$ cat config.mk
export PLATFORM = sky130hd
export DESIGN_NAME = sbg_top
export DESIGN_NICKNAME = d
export VERILOG_FILES = /design/src/sbg_pkg.sv /design/src/sbg_majority.sv /design/src/sbg_prescale.sv /design/src/sbg_top.sv
export SDC_FILE = /design/constraint.sdc
export NUM_CORES = 1
export LEC_CHECK = 0
export ABC_AREA = 1
export BUFFER_PORTS_ARGS = -buffer_cell sky130_fd_sc_hd__buf_2
export CAP_MARGIN = 20
export CORE_MARGIN = 3
export CORE_UTILIZATION = 46
export DETAILED_ROUTE_END_ITERATION = 10
export GPL_TIMING_DRIVEN = 0
export MAX_ROUTING_LAYER = met4
export PLACE_DENSITY_LB_ADDON = 0.12
export SYNTH_ARGS = -nofsm -noshare
export SYNTH_HDL_FRONTEND = slang
export SYNTH_SLANG_ARGS = --single-unit
$ cat constraint.sdc
create_clock -name clk_sys_i -period 2.3 [get_ports clk_sys_i]
set_input_delay 0 -clock clk_sys_i [delete_from_list [all_inputs] [get_ports clk_sys_i]]
set_output_delay 0 -clock clk_sys_i [all_outputs]
set_load 0.005 [all_outputs]
$ cat src/sbg_pkg.sv
// Package for the serial baud tick generator: register map, field positions, reset values, divide ratios.
// Assumes a 32-bit APB slave; each register takes one word, byte address is four times its index.
package sbg_pkg;

  // Register indices, not byte addresses
  localparam logic [11:0] SBG_RCV_CTRL_OFFS  = 12'h018;
  localparam logic [11:0] SBG_XMT_CTRL_OFFS  = 12'h098;
  localparam logic [11:0] SBG_DIVISOR_OFFS   = 12'h099;
  localparam logic [11:0] SBG_STATUS_OFFS    = 12'h0A0;

  localparam logic [7:0]  SBG_RCV_CTRL_RST   = 8'h00;
  localparam logic [7:0]  SBG_XMT_CTRL_RST   = 8'h02;
  localparam logic [7:0]  SBG_DIVISOR_RST    = 8'h00;

  // Transmit control fields
  localparam int          SBG_BIT_CLK_MASTER = 7;
  localparam int          SBG_BIT_SYNC_MODE  = 4;
  localparam int          SBG_BIT_UNIMPL     = 3;
  localparam int          SBG_BIT_HIGH_SPEED = 2;
  localparam int          SBG_BIT_SHIFT_EMPT = 1;
  localparam logic [7:0]  SBG_XMT_WR_MASK    = 8'hF5;
  localparam logic [7:0]  SBG_RCV_WR_MASK    = 8'hF8;

  // Prescale of the oscillator and the async post-divider ratios
  localparam int          SBG_OSC_PRESCALE   = 4;
  localparam logic [3:0]  SBG_POST_LOW_LAST  = 4'hF;
  localparam logic [3:0]  SBG_POST_HIGH_LAST = 4'h3;
  localparam logic [1:0]  SBG_VOTES_LAST     = 2'h2;

  typedef struct packed {
    logic       sync_mode;
    logic       high_speed_select;
    logic       clock_source_master;
  } sbg_mode_type;

  typedef struct packed {
    logic       sel;
    logic       enable;
    logic       write;
    logic [11:0] addr;
    logic [31:0] wdata;
  } sbg_apb_req_type;

endpackage : sbg_pkg

$ cat src/sbg_majority.sv
// Three-sample majority detector for the receive data pin.
// Assumes the pin is synchronous to the clock and sample_i pulses three times per async bit, once per sync bit;
// restart_i realigns the sample group with a restarted bit timer.
`timescale 1ns/1ns
module sbg_majority
  import sbg_pkg::*;
(
  input  wire logic clk_sys_i,
  input  wire logic rst_i,
  input  wire logic restart_i,
  input  wire logic sample_i,
  input  wire logic receive_data_pin_i,
  output logic      level_o,
  output logic      level_valid_o
);
  typedef struct packed {
    logic [2:0] samples;
    logic [1:0] idx;
    logic       level;
    logic       valid;
  } sbg_maj_state_type;

  sbg_maj_state_type state_r;
  sbg_maj_state_type state_nxt;

  function automatic logic vote3(input logic [2:0] s);
    return (s[0] & s[1]) | (s[0] & s[2]) | (s[1] & s[2]);
  endfunction : vote3

  always_comb begin
    state_nxt       = state_r;
    state_nxt.valid = 1'b0;
    if (restart_i) begin
      state_nxt.idx = 2'h0;
    end else if (sample_i) begin
      state_nxt.samples = {state_r.samples[1:0], receive_data_pin_i};
      if (state_r.idx == SBG_VOTES_LAST) begin
        state_nxt.idx   = 2'h0;
        state_nxt.level = vote3({state_r.samples[1:0], receive_data_pin_i});
        state_nxt.valid = 1'b1;
      end else begin
        state_nxt.idx = state_r.idx + 2'h1;
      end
    end
  end

  always_ff @(posedge clk_sys_i) begin
    if (rst_i) begin
      state_r <= '{samples: 3'h7, idx: 2'h0, level: 1'b1, valid: 1'b0};
    end else begin
      state_r <= state_nxt;
    end
  end

  assign level_o       = state_r.level;
  assign level_valid_o = state_r.valid;

endmodule : sbg_majority

$ cat src/sbg_prescale.sv
// Oscillator prescaler: one-cycle tick every PRESCALE clocks.
// Assumes one free-running system clock; restart_i realigns the phase.
`timescale 1ns/1ns
module sbg_prescale
  import sbg_pkg::*;
#(
  parameter int PRESCALE = SBG_OSC_PRESCALE
) (
  input  wire logic clk_sys_i,
  input  wire logic rst_i,
  input  wire logic restart_i,
  output logic      tick_o
);
  if (PRESCALE < 1 || PRESCALE > 256) begin : g_bad_prescale
    $error("sbg_prescale: bad PRESCALE");
  end

  typedef struct packed {
    logic [7:0] cnt;
  } sbg_pre_state_type;

  sbg_pre_state_type state_r;
  sbg_pre_state_type state_nxt;

  localparam logic [7:0] LAST = 8'(PRESCALE - 1);

  always_comb begin
    state_nxt = state_r;
    if (restart_i || state_r.cnt == LAST) begin
      state_nxt.cnt = 8'h00;
    end else begin
      state_nxt.cnt = state_r.cnt + 8'h01;
    end
  end

  always_ff @(posedge clk_sys_i) begin
    if (rst_i) begin
      state_r <= '0;
    end else begin
      state_r <= state_nxt;
    end
  end

  assign tick_o = !restart_i && (state_r.cnt == LAST);

endmodule : sbg_prescale

$ cat src/sbg_top.sv
// Serial baud tick generator with APB register access and receive-pin majority detector.
// Assumes clk_sys_i is the oscillator clock, a synchronous APB master, and a synchronous receive pin.
// Function
// Dedicated 8-bit reloading timer sets bit rate
// High-speed bit selects async divide ratio
// Synchronous mode ignores high-speed bit
// Async low speed: osc / (64*(X+1))
// Async high speed: osc / (16*(X+1))
// Synchronous: osc / (4*(X+1))
// Rate drives bit clock only as master; code also drives it in async mode whatever the clock source bit
// Divisor uses full 0 to 255 range
// Divisor write restarts the rate timer
// Receive pin majority of three samples
// Divisor clears to zero on reset
// Transmit control resets to shift-empty only
// Mode bit set means synchronous operation
// Clock source bit set means sync master
// Prescale by four, reload, post-divide async
//
// Chosen here: the APB interface to the registers.
`timescale 1ns/1ns
module sbg_top
  import sbg_pkg::*;
(
  input  wire logic        clk_sys_i,
  input  wire logic        rst_i,
  input  wire logic        psel_i,
  input  wire logic        penable_i,
  input  wire logic        pwrite_i,
  input  wire logic [11:0] paddr_i,
  input  wire logic [31:0] pwdata_i,
  input  wire logic [3:0]  pstrb_i,
  output logic      [31:0] prdata_o,
  output logic             pready_o,
  output logic             pslverr_o,
  input  wire logic        shift_register_empty_i,
  input  wire logic        receive_data_pin_i,
  output logic             baud_tick_o,
  output logic             bit_clk_tick_o,
  output logic             sample_tick_o,
  output logic             rx_level_o,
  output logic             rx_level_valid_o,
  output logic [7:0]       receive_control_reg_o,
  output logic [7:0]       transmit_control_reg_o
);

  typedef struct packed {
    logic [7:0]  transmit_control_reg;
    logic [7:0]  receive_control_reg;
    logic [7:0]  baud_divisor_reg;
    logic [7:0]  timer;
    logic [3:0]  post;
    logic        baud_tick;
    logic        bit_clk_tick;
    logic        sample_tick;
    logic [31:0] prdata;
    logic        pslverr;
  } sbg_state_type;

  sbg_state_type state_r;
  sbg_state_type state_nxt;
  sbg_mode_type  mode;
  sbg_apb_req_type req;

  logic osc_tick;
  logic div_write;
  logic acc;
  logic timer_wrap;
  logic post_wrap;
  logic [3:0] post_last;

  function automatic logic hit(input logic [11:0] a, input logic [11:0] offs);
    return a == {offs[9:0], 2'b00};
  endfunction : hit

  assign req       = '{sel: psel_i, enable: penable_i, write: pwrite_i, addr: paddr_i, wdata: pwdata_i};
  assign acc       = req.sel && req.enable;
  assign div_write = acc && req.write && hit(req.addr, SBG_DIVISOR_OFFS) && pstrb_i[0];

  assign mode.sync_mode           = state_r.transmit_control_reg[SBG_BIT_SYNC_MODE];
  assign mode.high_speed_select   = state_r.transmit_control_reg[SBG_BIT_HIGH_SPEED];
  assign mode.clock_source_master = state_r.transmit_control_reg[SBG_BIT_CLK_MASTER];

  sbg_prescale #(
    .PRESCALE (SBG_OSC_PRESCALE)
  ) u_prescale (
    .clk_sys_i (clk_sys_i),
    .rst_i     (rst_i),
    .restart_i (div_write),
    .tick_o    (osc_tick)
  );

  // Async post-divider length; sync mode bypasses it
  assign post_last  = mode.high_speed_select ? SBG_POST_HIGH_LAST : SBG_POST_LOW_LAST;
  assign timer_wrap = osc_tick && (state_r.timer == 8'h00);
  assign post_wrap  = timer_wrap && (mode.sync_mode || state_r.post == post_last);

  always_comb begin
    state_nxt              = state_r;
    state_nxt.baud_tick    = 1'b0;
    state_nxt.bit_clk_tick = 1'b0;
    state_nxt.sample_tick  = 1'b0;
    state_nxt.pslverr      = 1'b0;

    // Timer counts prescaled ticks down and reloads from the divisor
    if (div_write) begin
      state_nxt.timer = pwdata_i[7:0];
      state_nxt.post  = 4'h0;
    end else if (osc_tick) begin
      if (state_r.timer == 8'h00) begin
        state_nxt.timer = state_r.baud_divisor_reg;
      end else begin
        state_nxt.timer = state_r.timer - 8'h01;
      end
    end

    if (timer_wrap && !div_write) begin
      if (post_wrap) begin
        state_nxt.post      = 4'h0;
        state_nxt.baud_tick = 1'b1;
      end else begin
        state_nxt.post = state_r.post + 4'h1;
      end
      // Three majority samples around mid-bit of the async post-divider
      if (!mode.sync_mode && (state_r.post == (post_last >> 1) - 4'h1 ||
          state_r.post == (post_last >> 1) || state_r.post == (post_last >> 1) + 4'h1)) begin
        state_nxt.sample_tick = 1'b1;
      end
    end
    if (mode.sync_mode && timer_wrap && !div_write) begin
      state_nxt.sample_tick = 1'b1;
    end
    // Bit clock follows the generator except in synchronous slave mode
    state_nxt.bit_clk_tick = state_nxt.baud_tick &&
                             (!mode.sync_mode || mode.clock_source_master);

    // APB access
    if (req.sel && !req.enable && !req.write) begin
      if (hit(req.addr, SBG_RCV_CTRL_OFFS)) begin
        state_nxt.prdata = {24'h000000, state_r.receive_control_reg};
      end else if (hit(req.addr, SBG_XMT_CTRL_OFFS)) begin
        state_nxt.prdata = {24'h000000, state_r.transmit_control_reg};
      end else if (hit(req.addr, SBG_DIVISOR_OFFS)) begin
        state_nxt.prdata = {24'h000000, state_r.baud_divisor_reg};
      end else if (hit(req.addr, SBG_STATUS_OFFS)) begin
        state_nxt.prdata = {24'h000000, state_r.timer};
      end else begin
        state_nxt.prdata = 32'h00000000;
      end
    end
    if (acc) begin
      if (!(hit(req.addr, SBG_RCV_CTRL_OFFS) || hit(req.addr, SBG_XMT_CTRL_OFFS) ||
            hit(req.addr, SBG_DIVISOR_OFFS) || hit(req.addr, SBG_STATUS_OFFS))) begin
        state_nxt.pslverr = 1'b1;
      end else if (req.write && pstrb_i[0]) begin
        if (hit(req.addr, SBG_RCV_CTRL_OFFS)) begin
          state_nxt.receive_control_reg = (req.wdata[7:0] & SBG_RCV_WR_MASK) |
                                          (state_r.receive_control_reg & ~SBG_RCV_WR_MASK);
        end else if (hit(req.addr, SBG_XMT_CTRL_OFFS)) begin
          state_nxt.transmit_control_reg = (req.wdata[7:0] & SBG_XMT_WR_MASK) |
                                           (state_r.transmit_control_reg & ~SBG_XMT_WR_MASK);
        end else if (hit(req.addr, SBG_DIVISOR_OFFS)) begin
          state_nxt.baud_divisor_reg = req.wdata[7:0];
        end
      end
    end
    // Shift-empty status tracks the transmitter; unimplemented bit stays zero
    state_nxt.transmit_control_reg[SBG_BIT_SHIFT_EMPT] = shift_register_empty_i;
    state_nxt.transmit_control_reg[SBG_BIT_UNIMPL]     = 1'b0;
  end

  always_ff @(posedge clk_sys_i) begin
    if (rst_i) begin
      state_r                      <= '0;
      state_r.transmit_control_reg <= SBG_XMT_CTRL_RST;
      state_r.receive_control_reg  <= SBG_RCV_CTRL_RST;
      state_r.baud_divisor_reg     <= SBG_DIVISOR_RST;
    end else begin
      state_r <= state_nxt;
    end
  end

  sbg_majority u_majority (
    .clk_sys_i          (clk_sys_i),
    .rst_i              (rst_i),
    .restart_i          (div_write),
    .sample_i           (state_r.sample_tick),
    .receive_data_pin_i (receive_data_pin_i),
    .level_o            (rx_level_o),
    .level_valid_o      (rx_level_valid_o)
  );

  assign prdata_o               = state_r.prdata;
  assign pready_o               = 1'b1;
  assign pslverr_o              = acc && !(hit(req.addr, SBG_RCV_CTRL_OFFS) || hit(req.addr, SBG_XMT_CTRL_OFFS) ||
                                           hit(req.addr, SBG_DIVISOR_OFFS) || hit(req.addr, SBG_STATUS_OFFS));
  assign baud_tick_o            = state_r.baud_tick;
  assign bit_clk_tick_o         = state_r.bit_clk_tick;
  assign sample_tick_o          = state_r.sample_tick;
  assign receive_control_reg_o  = state_r.receive_control_reg;
  assign transmit_control_reg_o = state_r.transmit_control_reg;
endmodule : sbg_top
* After elaboration in Yosys (flattened, before gate mapping)
Cells that the tools add are included.
Word-level totals: output and inout bits 55, flip-flop bits (word level) 85
Cells by class: bitwise logic cells 11, multiplexer cells 17, add/sub/neg operators 6, equality and inequality tests 10, reductions and logical operators 40
Operators by type and width (count):
- 8-bit two-way mux | 7
- 12-bit by 10-bit equality test with 1-bit output (second input constant) | 3
- 1-bit logical AND | 16
- 12-bit by 7-bit equality test with 1-bit output (second input constant) | 1
- 4-bit equality test | 3
- 4-bit two-way mux | 3
- 8-bit by 1-bit adder with 8-bit output (second input constant) | 1
- 8-bit by 2-bit equality test with 1-bit output (second input constant) | 1
- 8-bit zero test | 1
- 1-bit logical OR | 8
- 8-bit by 3-bit bitwise OR with 8-bit output | 1
- 8-bit by 4-bit bitwise OR with 8-bit output | 1
- 8-bit by 1-bit subtractor with 8-bit output (second input constant) | 1
- 6-bit AND reduction | 1
- 1-bit zero test | 5
- 1-bit two-way mux | 5
- 5-bit two-way mux | 1
- 5-bit AND reduction | 1
- 3-bit by 1-bit adder with 4-bit output (second input constant) | 1
- 4-bit by 1-bit adder with 4-bit output (second input constant) | 1
- 4-bit by 3-bit equality test with 1-bit output | 1
- 1-bit NOT | 4
- 4-bit AND reduction | 1
- 2-bit nonzero test | 2
- 10 further kinds | 14

* Depth between registers and ports, before layout
depth after elaboration 11, depth in mapped cells 11

* By module
A second synthesis with hierarchy kept.
Second synthesis, totals: cell total of the unflattened synthesis 528, area total of the unflattened synthesis 3664.8 um^2
Modules (own cells, without submodules):
- sbg_top | area an instance 2986.6 um^2, cells an instance 427, times used 1, sequential area each 860.8 um^2
- sbg_prescale | area an instance 416.6 um^2, cells an instance 61, times used 1, sequential area each 160.2 um^2
- sbg_majority | area an instance 261.5 um^2, cells an instance 40, times used 1, sequential area each 120.1 um^2

* Least setup slack after synthesis
OpenSTA, ideal clock, no wires.
path type register to register, start register state_r[40] in the netlist's numbering, end register state_r[40] in the netlist's numbering, buffers on the path 1, stages on the path, launching flop included 11, period minus slack after synthesis 1.408 ns, data arrival time 1.280 ns, setup slack 0.892 ns, path through dfxtp_1 inv_1 ha_1 nand3_1 nor2_4 buf_6 nor2_1 a21oi_1 nor2_1 nor2_1 nor2_1
On the way: longest elaborated chain between the ends 4, elaborated cells on any way between the ends 5
Ends and longest elaborated chain:
- start: declaration | line sbg_top.sv:60 | sbg_state_type state_r;
- start signal: assignment | line sbg_top.sv:179 | state_r <= state_nxt;
- 8-bit by 1-bit subtractor with 8-bit output / 8-bit zero test (equally long branches) | line sbg_top.sv:113, sbg_top.sv:110
- 8-bit two-way mux (*) | line sbg_top.sv:110 | if (state_r.timer == 8'h00) begin
- 8-bit two-way mux (*) | line sbg_top.sv:109 | end else if (osc_tick) begin
- 8-bit two-way mux (*) | line sbg_top.sv:106 | if (div_write) begin
Every way passes the cells marked *; elsewhere a longest branch is shown, timed or not. The select of a mux whose other input is x is not followed. A chain may end at the register's enable or synchronous reset.

* Final worst setup path
Same ends and word-level chain as after synthesis.

==> impl_results.md <==
- Pwr/cell area: slightly above 500 nW/um2
- Met3 Use GR: 4.25%
- Final setup fails: 0
- Xor/xnor share of the synthesized area: 2.65%
- Clk slew on worst S/H paths: 0.07 ns
- Fillers: 678
- Final core utilization: 59.3%
- Port Buf Inserts: 52
- RSZ-0062 raised after global routing: no
- Avg Cell Area, Syn: 7.00 um2
- Post-synth ARST share: 0%
- Critical path type: flop to flop
- Post-route minimum period: 1.65 ns
- Outcome: completed
- Grt met2 use: 35.9%
- Main combinational cell family by area after synthesis: simple AND/OR/NAND/NOR gates
- Antenna cells: 0
- Dominant synthesized flop cell: dfxtp_1
- Gpl congestion: 0.943
- Nets: 630
- Synth warnings: 0
- CP max FO: 10
- Synthesized flop and latch total: 57
- Setup Skew: 0.0128 ns
- Maximum VDD drop: ~0.38 mV
- Via count: roughly 3200
- Leak: 1.92 nW
- Worst Tran Pin Value: 0.542 ns
- Highest Clock Rate: approximately 0.61 GHz
- Fraction of layout cells with a size suffix above 1: 26.1%
- Slew Limit Fails: 0
- Post-synth EDFFs: 0
- Via density: 4.72
- H-tree depth: 3
- Clock sink count: 57
- Finished Layout Cells: 671
- Gr usage total: 20.5%
- Synth Area in Adders: 1.51%
- Post CTS Setup Buffer Count: 0
- Yosys cell types: 37
- Area Growth Syn to Fin: 23.2%
- Busiest layer in global routing: met2
- Hold Vio Cnt, Final: 0
- CTS root buffer: clkbuf_8
- Syn Inst Count: 472
- Met1 Use GR: 23.1%
- FP Rows: 30
- Post-cts resize count: 0
- Synth top area share: between 30% and 40%
- Io pins: 110
- Place WS: 0.684 ns
- Relative slew margins: a little under two thirds
- Worst Setup Slack, final: 0.651 ns
- Synth Area in Compound Gates: 12.6%
- Die Wd: 90.8 um
- Sequential area share after synthesis: 34.5%
- Final antenna-violating net count: 0
- Final Cycle Share: 71.7%
- Synth area leaders: dfxtp_1, buf_4, nand2_1, a21oi_1, nor2_1
- Crit path required time: 2.49 ns
- Mux cell area share after synthesis: 0%
- Post-DP HPWL: around 6000 um
- Vias in the first global route: 3086
- Placed cell count: 647
- Core area: between 6000 and 7000 um2
- Grt ovf: 0
- WP data arrival: 1.84 ns
- Routed length per instance: 11.6 um
- Crit end category: flop
- Commonest cells after routing, fill and taps aside: nand2_1, dfxtp_1, nor2_1, buf_2, buf_4
- Initial antenna violation count: 0
- Simple-gate share of the synthesized area: 29.1%
- CTS Buf Count: 9
- Residual DRC: 0
- Final WL: 7780 um
- HP Class: input port to flop
- Commonest non-fill, non-tap cell in the layout: nand2_1
- TritonCTS clock tree: yes
- Pin count of the biggest net entering global routing: 11
- Starting Density: 48.1%
- First-pass GRT wire length: 13500 um
- Startpoint Class: flop
- Full die area: 8240 um2
- Post-synth top area cell: dfxtp_1
- Cell Area, Synth: 3300 um2
- Pre-antenna DRT Iters: 5
- Max clock buf depth: 2
- Clk_lat worst skew: 0.33 ns
- Chip height: between 90 and 100 um
- Post-Route Setup TNS: 0 ns
- Max_cap viols: 0
- Starting DRC count in detailed routing: 173
-- logic make-up (layout without fill, tap and decap cells) --
group                    after synthesis  after routing
AND/OR/NAND/NOR                      207            207
buffers and inverters                113            189
AO/OA/AOI/OAI                         79             79
flip-flops                            57             57
XOR/XNOR                              10             10
adder cells (fa/ha/maj)                4              4
other                                  2             29
-- where the power goes --
| part | internal [mW] | switching, mW | leakage, nW |
|---|---|---|---|
| Sequential | 0.996 | 0.00619 | 0.460 |
| Combinational | 0.0849 | 0.0991 | 1.36 |
| Clock | 0.550 | 0.376 | 0.102 |
-- worst max-delay path, cell delays in order (launching register included) --
cell,delay (ns)
dfxtp_1,0.34
inv_1,0.12
ha_1,0.18
nand3_1,0.16
nor2_4,0.19
buf_6,0.16
nor2_1,0.04
a21oi_1,0.11
nor2_1,0.05
nor2_1,0.12
nor2_1,0.05
-- flip-flops by register name (all words and copies together) (netlist names) --
signal	count
transmit_control_reg_o	7
u_majority.state_r	4
bit_clk_tick_o	1
sample_tick_o	1
receive_control_reg_o	5
u_majority.level_o	1
u_majority.level_valid_o	1
baud_tick_o	1
state_r	20
u_prescale.state_r	8
prdata_o	8
-- metal layers --
metal  wire (um)  up-vias
li1            -     1632
met1        3430     1447
met2        3890       81
met3         402        6
met4          67        0
met5           0        -
-- cell usage after synthesis, types with 3 or more instances --
master / count
o21ai_1: 6
a21oi_1: 44
xor2_1: 8
nand2_1: 79
nor2_4: 4
o21ai_0: 22
nor2_1: 56
nand3_1: 38
nor2_2: 5
inv_1: 48
nand4_1: 6
dfxtp_1: 57
ha_1: 4
nand2_2: 5
clkbuf_1: 4
buf_4: 52
buf_2: 3
or2_2: 3
nand3_2: 3
-- final cells by class --
cell class	instances	area, um2	share of cell area [%]
plain buffers	63	452	11.1
clock buffers	12	155	3.81
clock inverters	3	40.0	0.983
inverters	50	188	4.61
multi-input cells	329	1630	39.9
flip-flops and latches	57	1140	28.0
well taps	96	120	2.95
repair buffers	61	350	8.60
-- path summary, 6_finish.rpt --
check	from	cells after the start	to	slack, ns
worst max-delay path	state_r[40]$_SDFFE_PP0P_	10	state_r[40]$_SDFFE_PP0P_	0.65
worst max register to register	state_r[40]$_SDFFE_PP0P_	10	state_r[40]$_SDFFE_PP0P_	0.65
worst min-delay path	penable_i	4	prdata_o[5]$_SDFFE_PP0P_	0.02
worst min register to register	u_prescale.state_r[0]$_SDFF_PP0_	1	u_prescale.state_r[0]$_SDFF_PP0_	0.44
-- per-stage QoR --
stage          total power, mW  area (um2)  hold slack [ns]
2_1_floorplan             1.14        3410            0.104
3_3_place_gp              1.19        3790            0.184
4_1_cts                   2.13        4070           0.0144
6_report                  2.11        4070           0.0233
5_1_grt                   2.20        4070           0.0318
3_5_place_dp              1.19        3790            0.194
-- what timing repair did --
item                       in CTS  in global routing
setup endpoints to repair       0                  0
hold buffers                    9                  0
hold endpoints to repair        9                  0
Power figures use the tool's default switching activity.
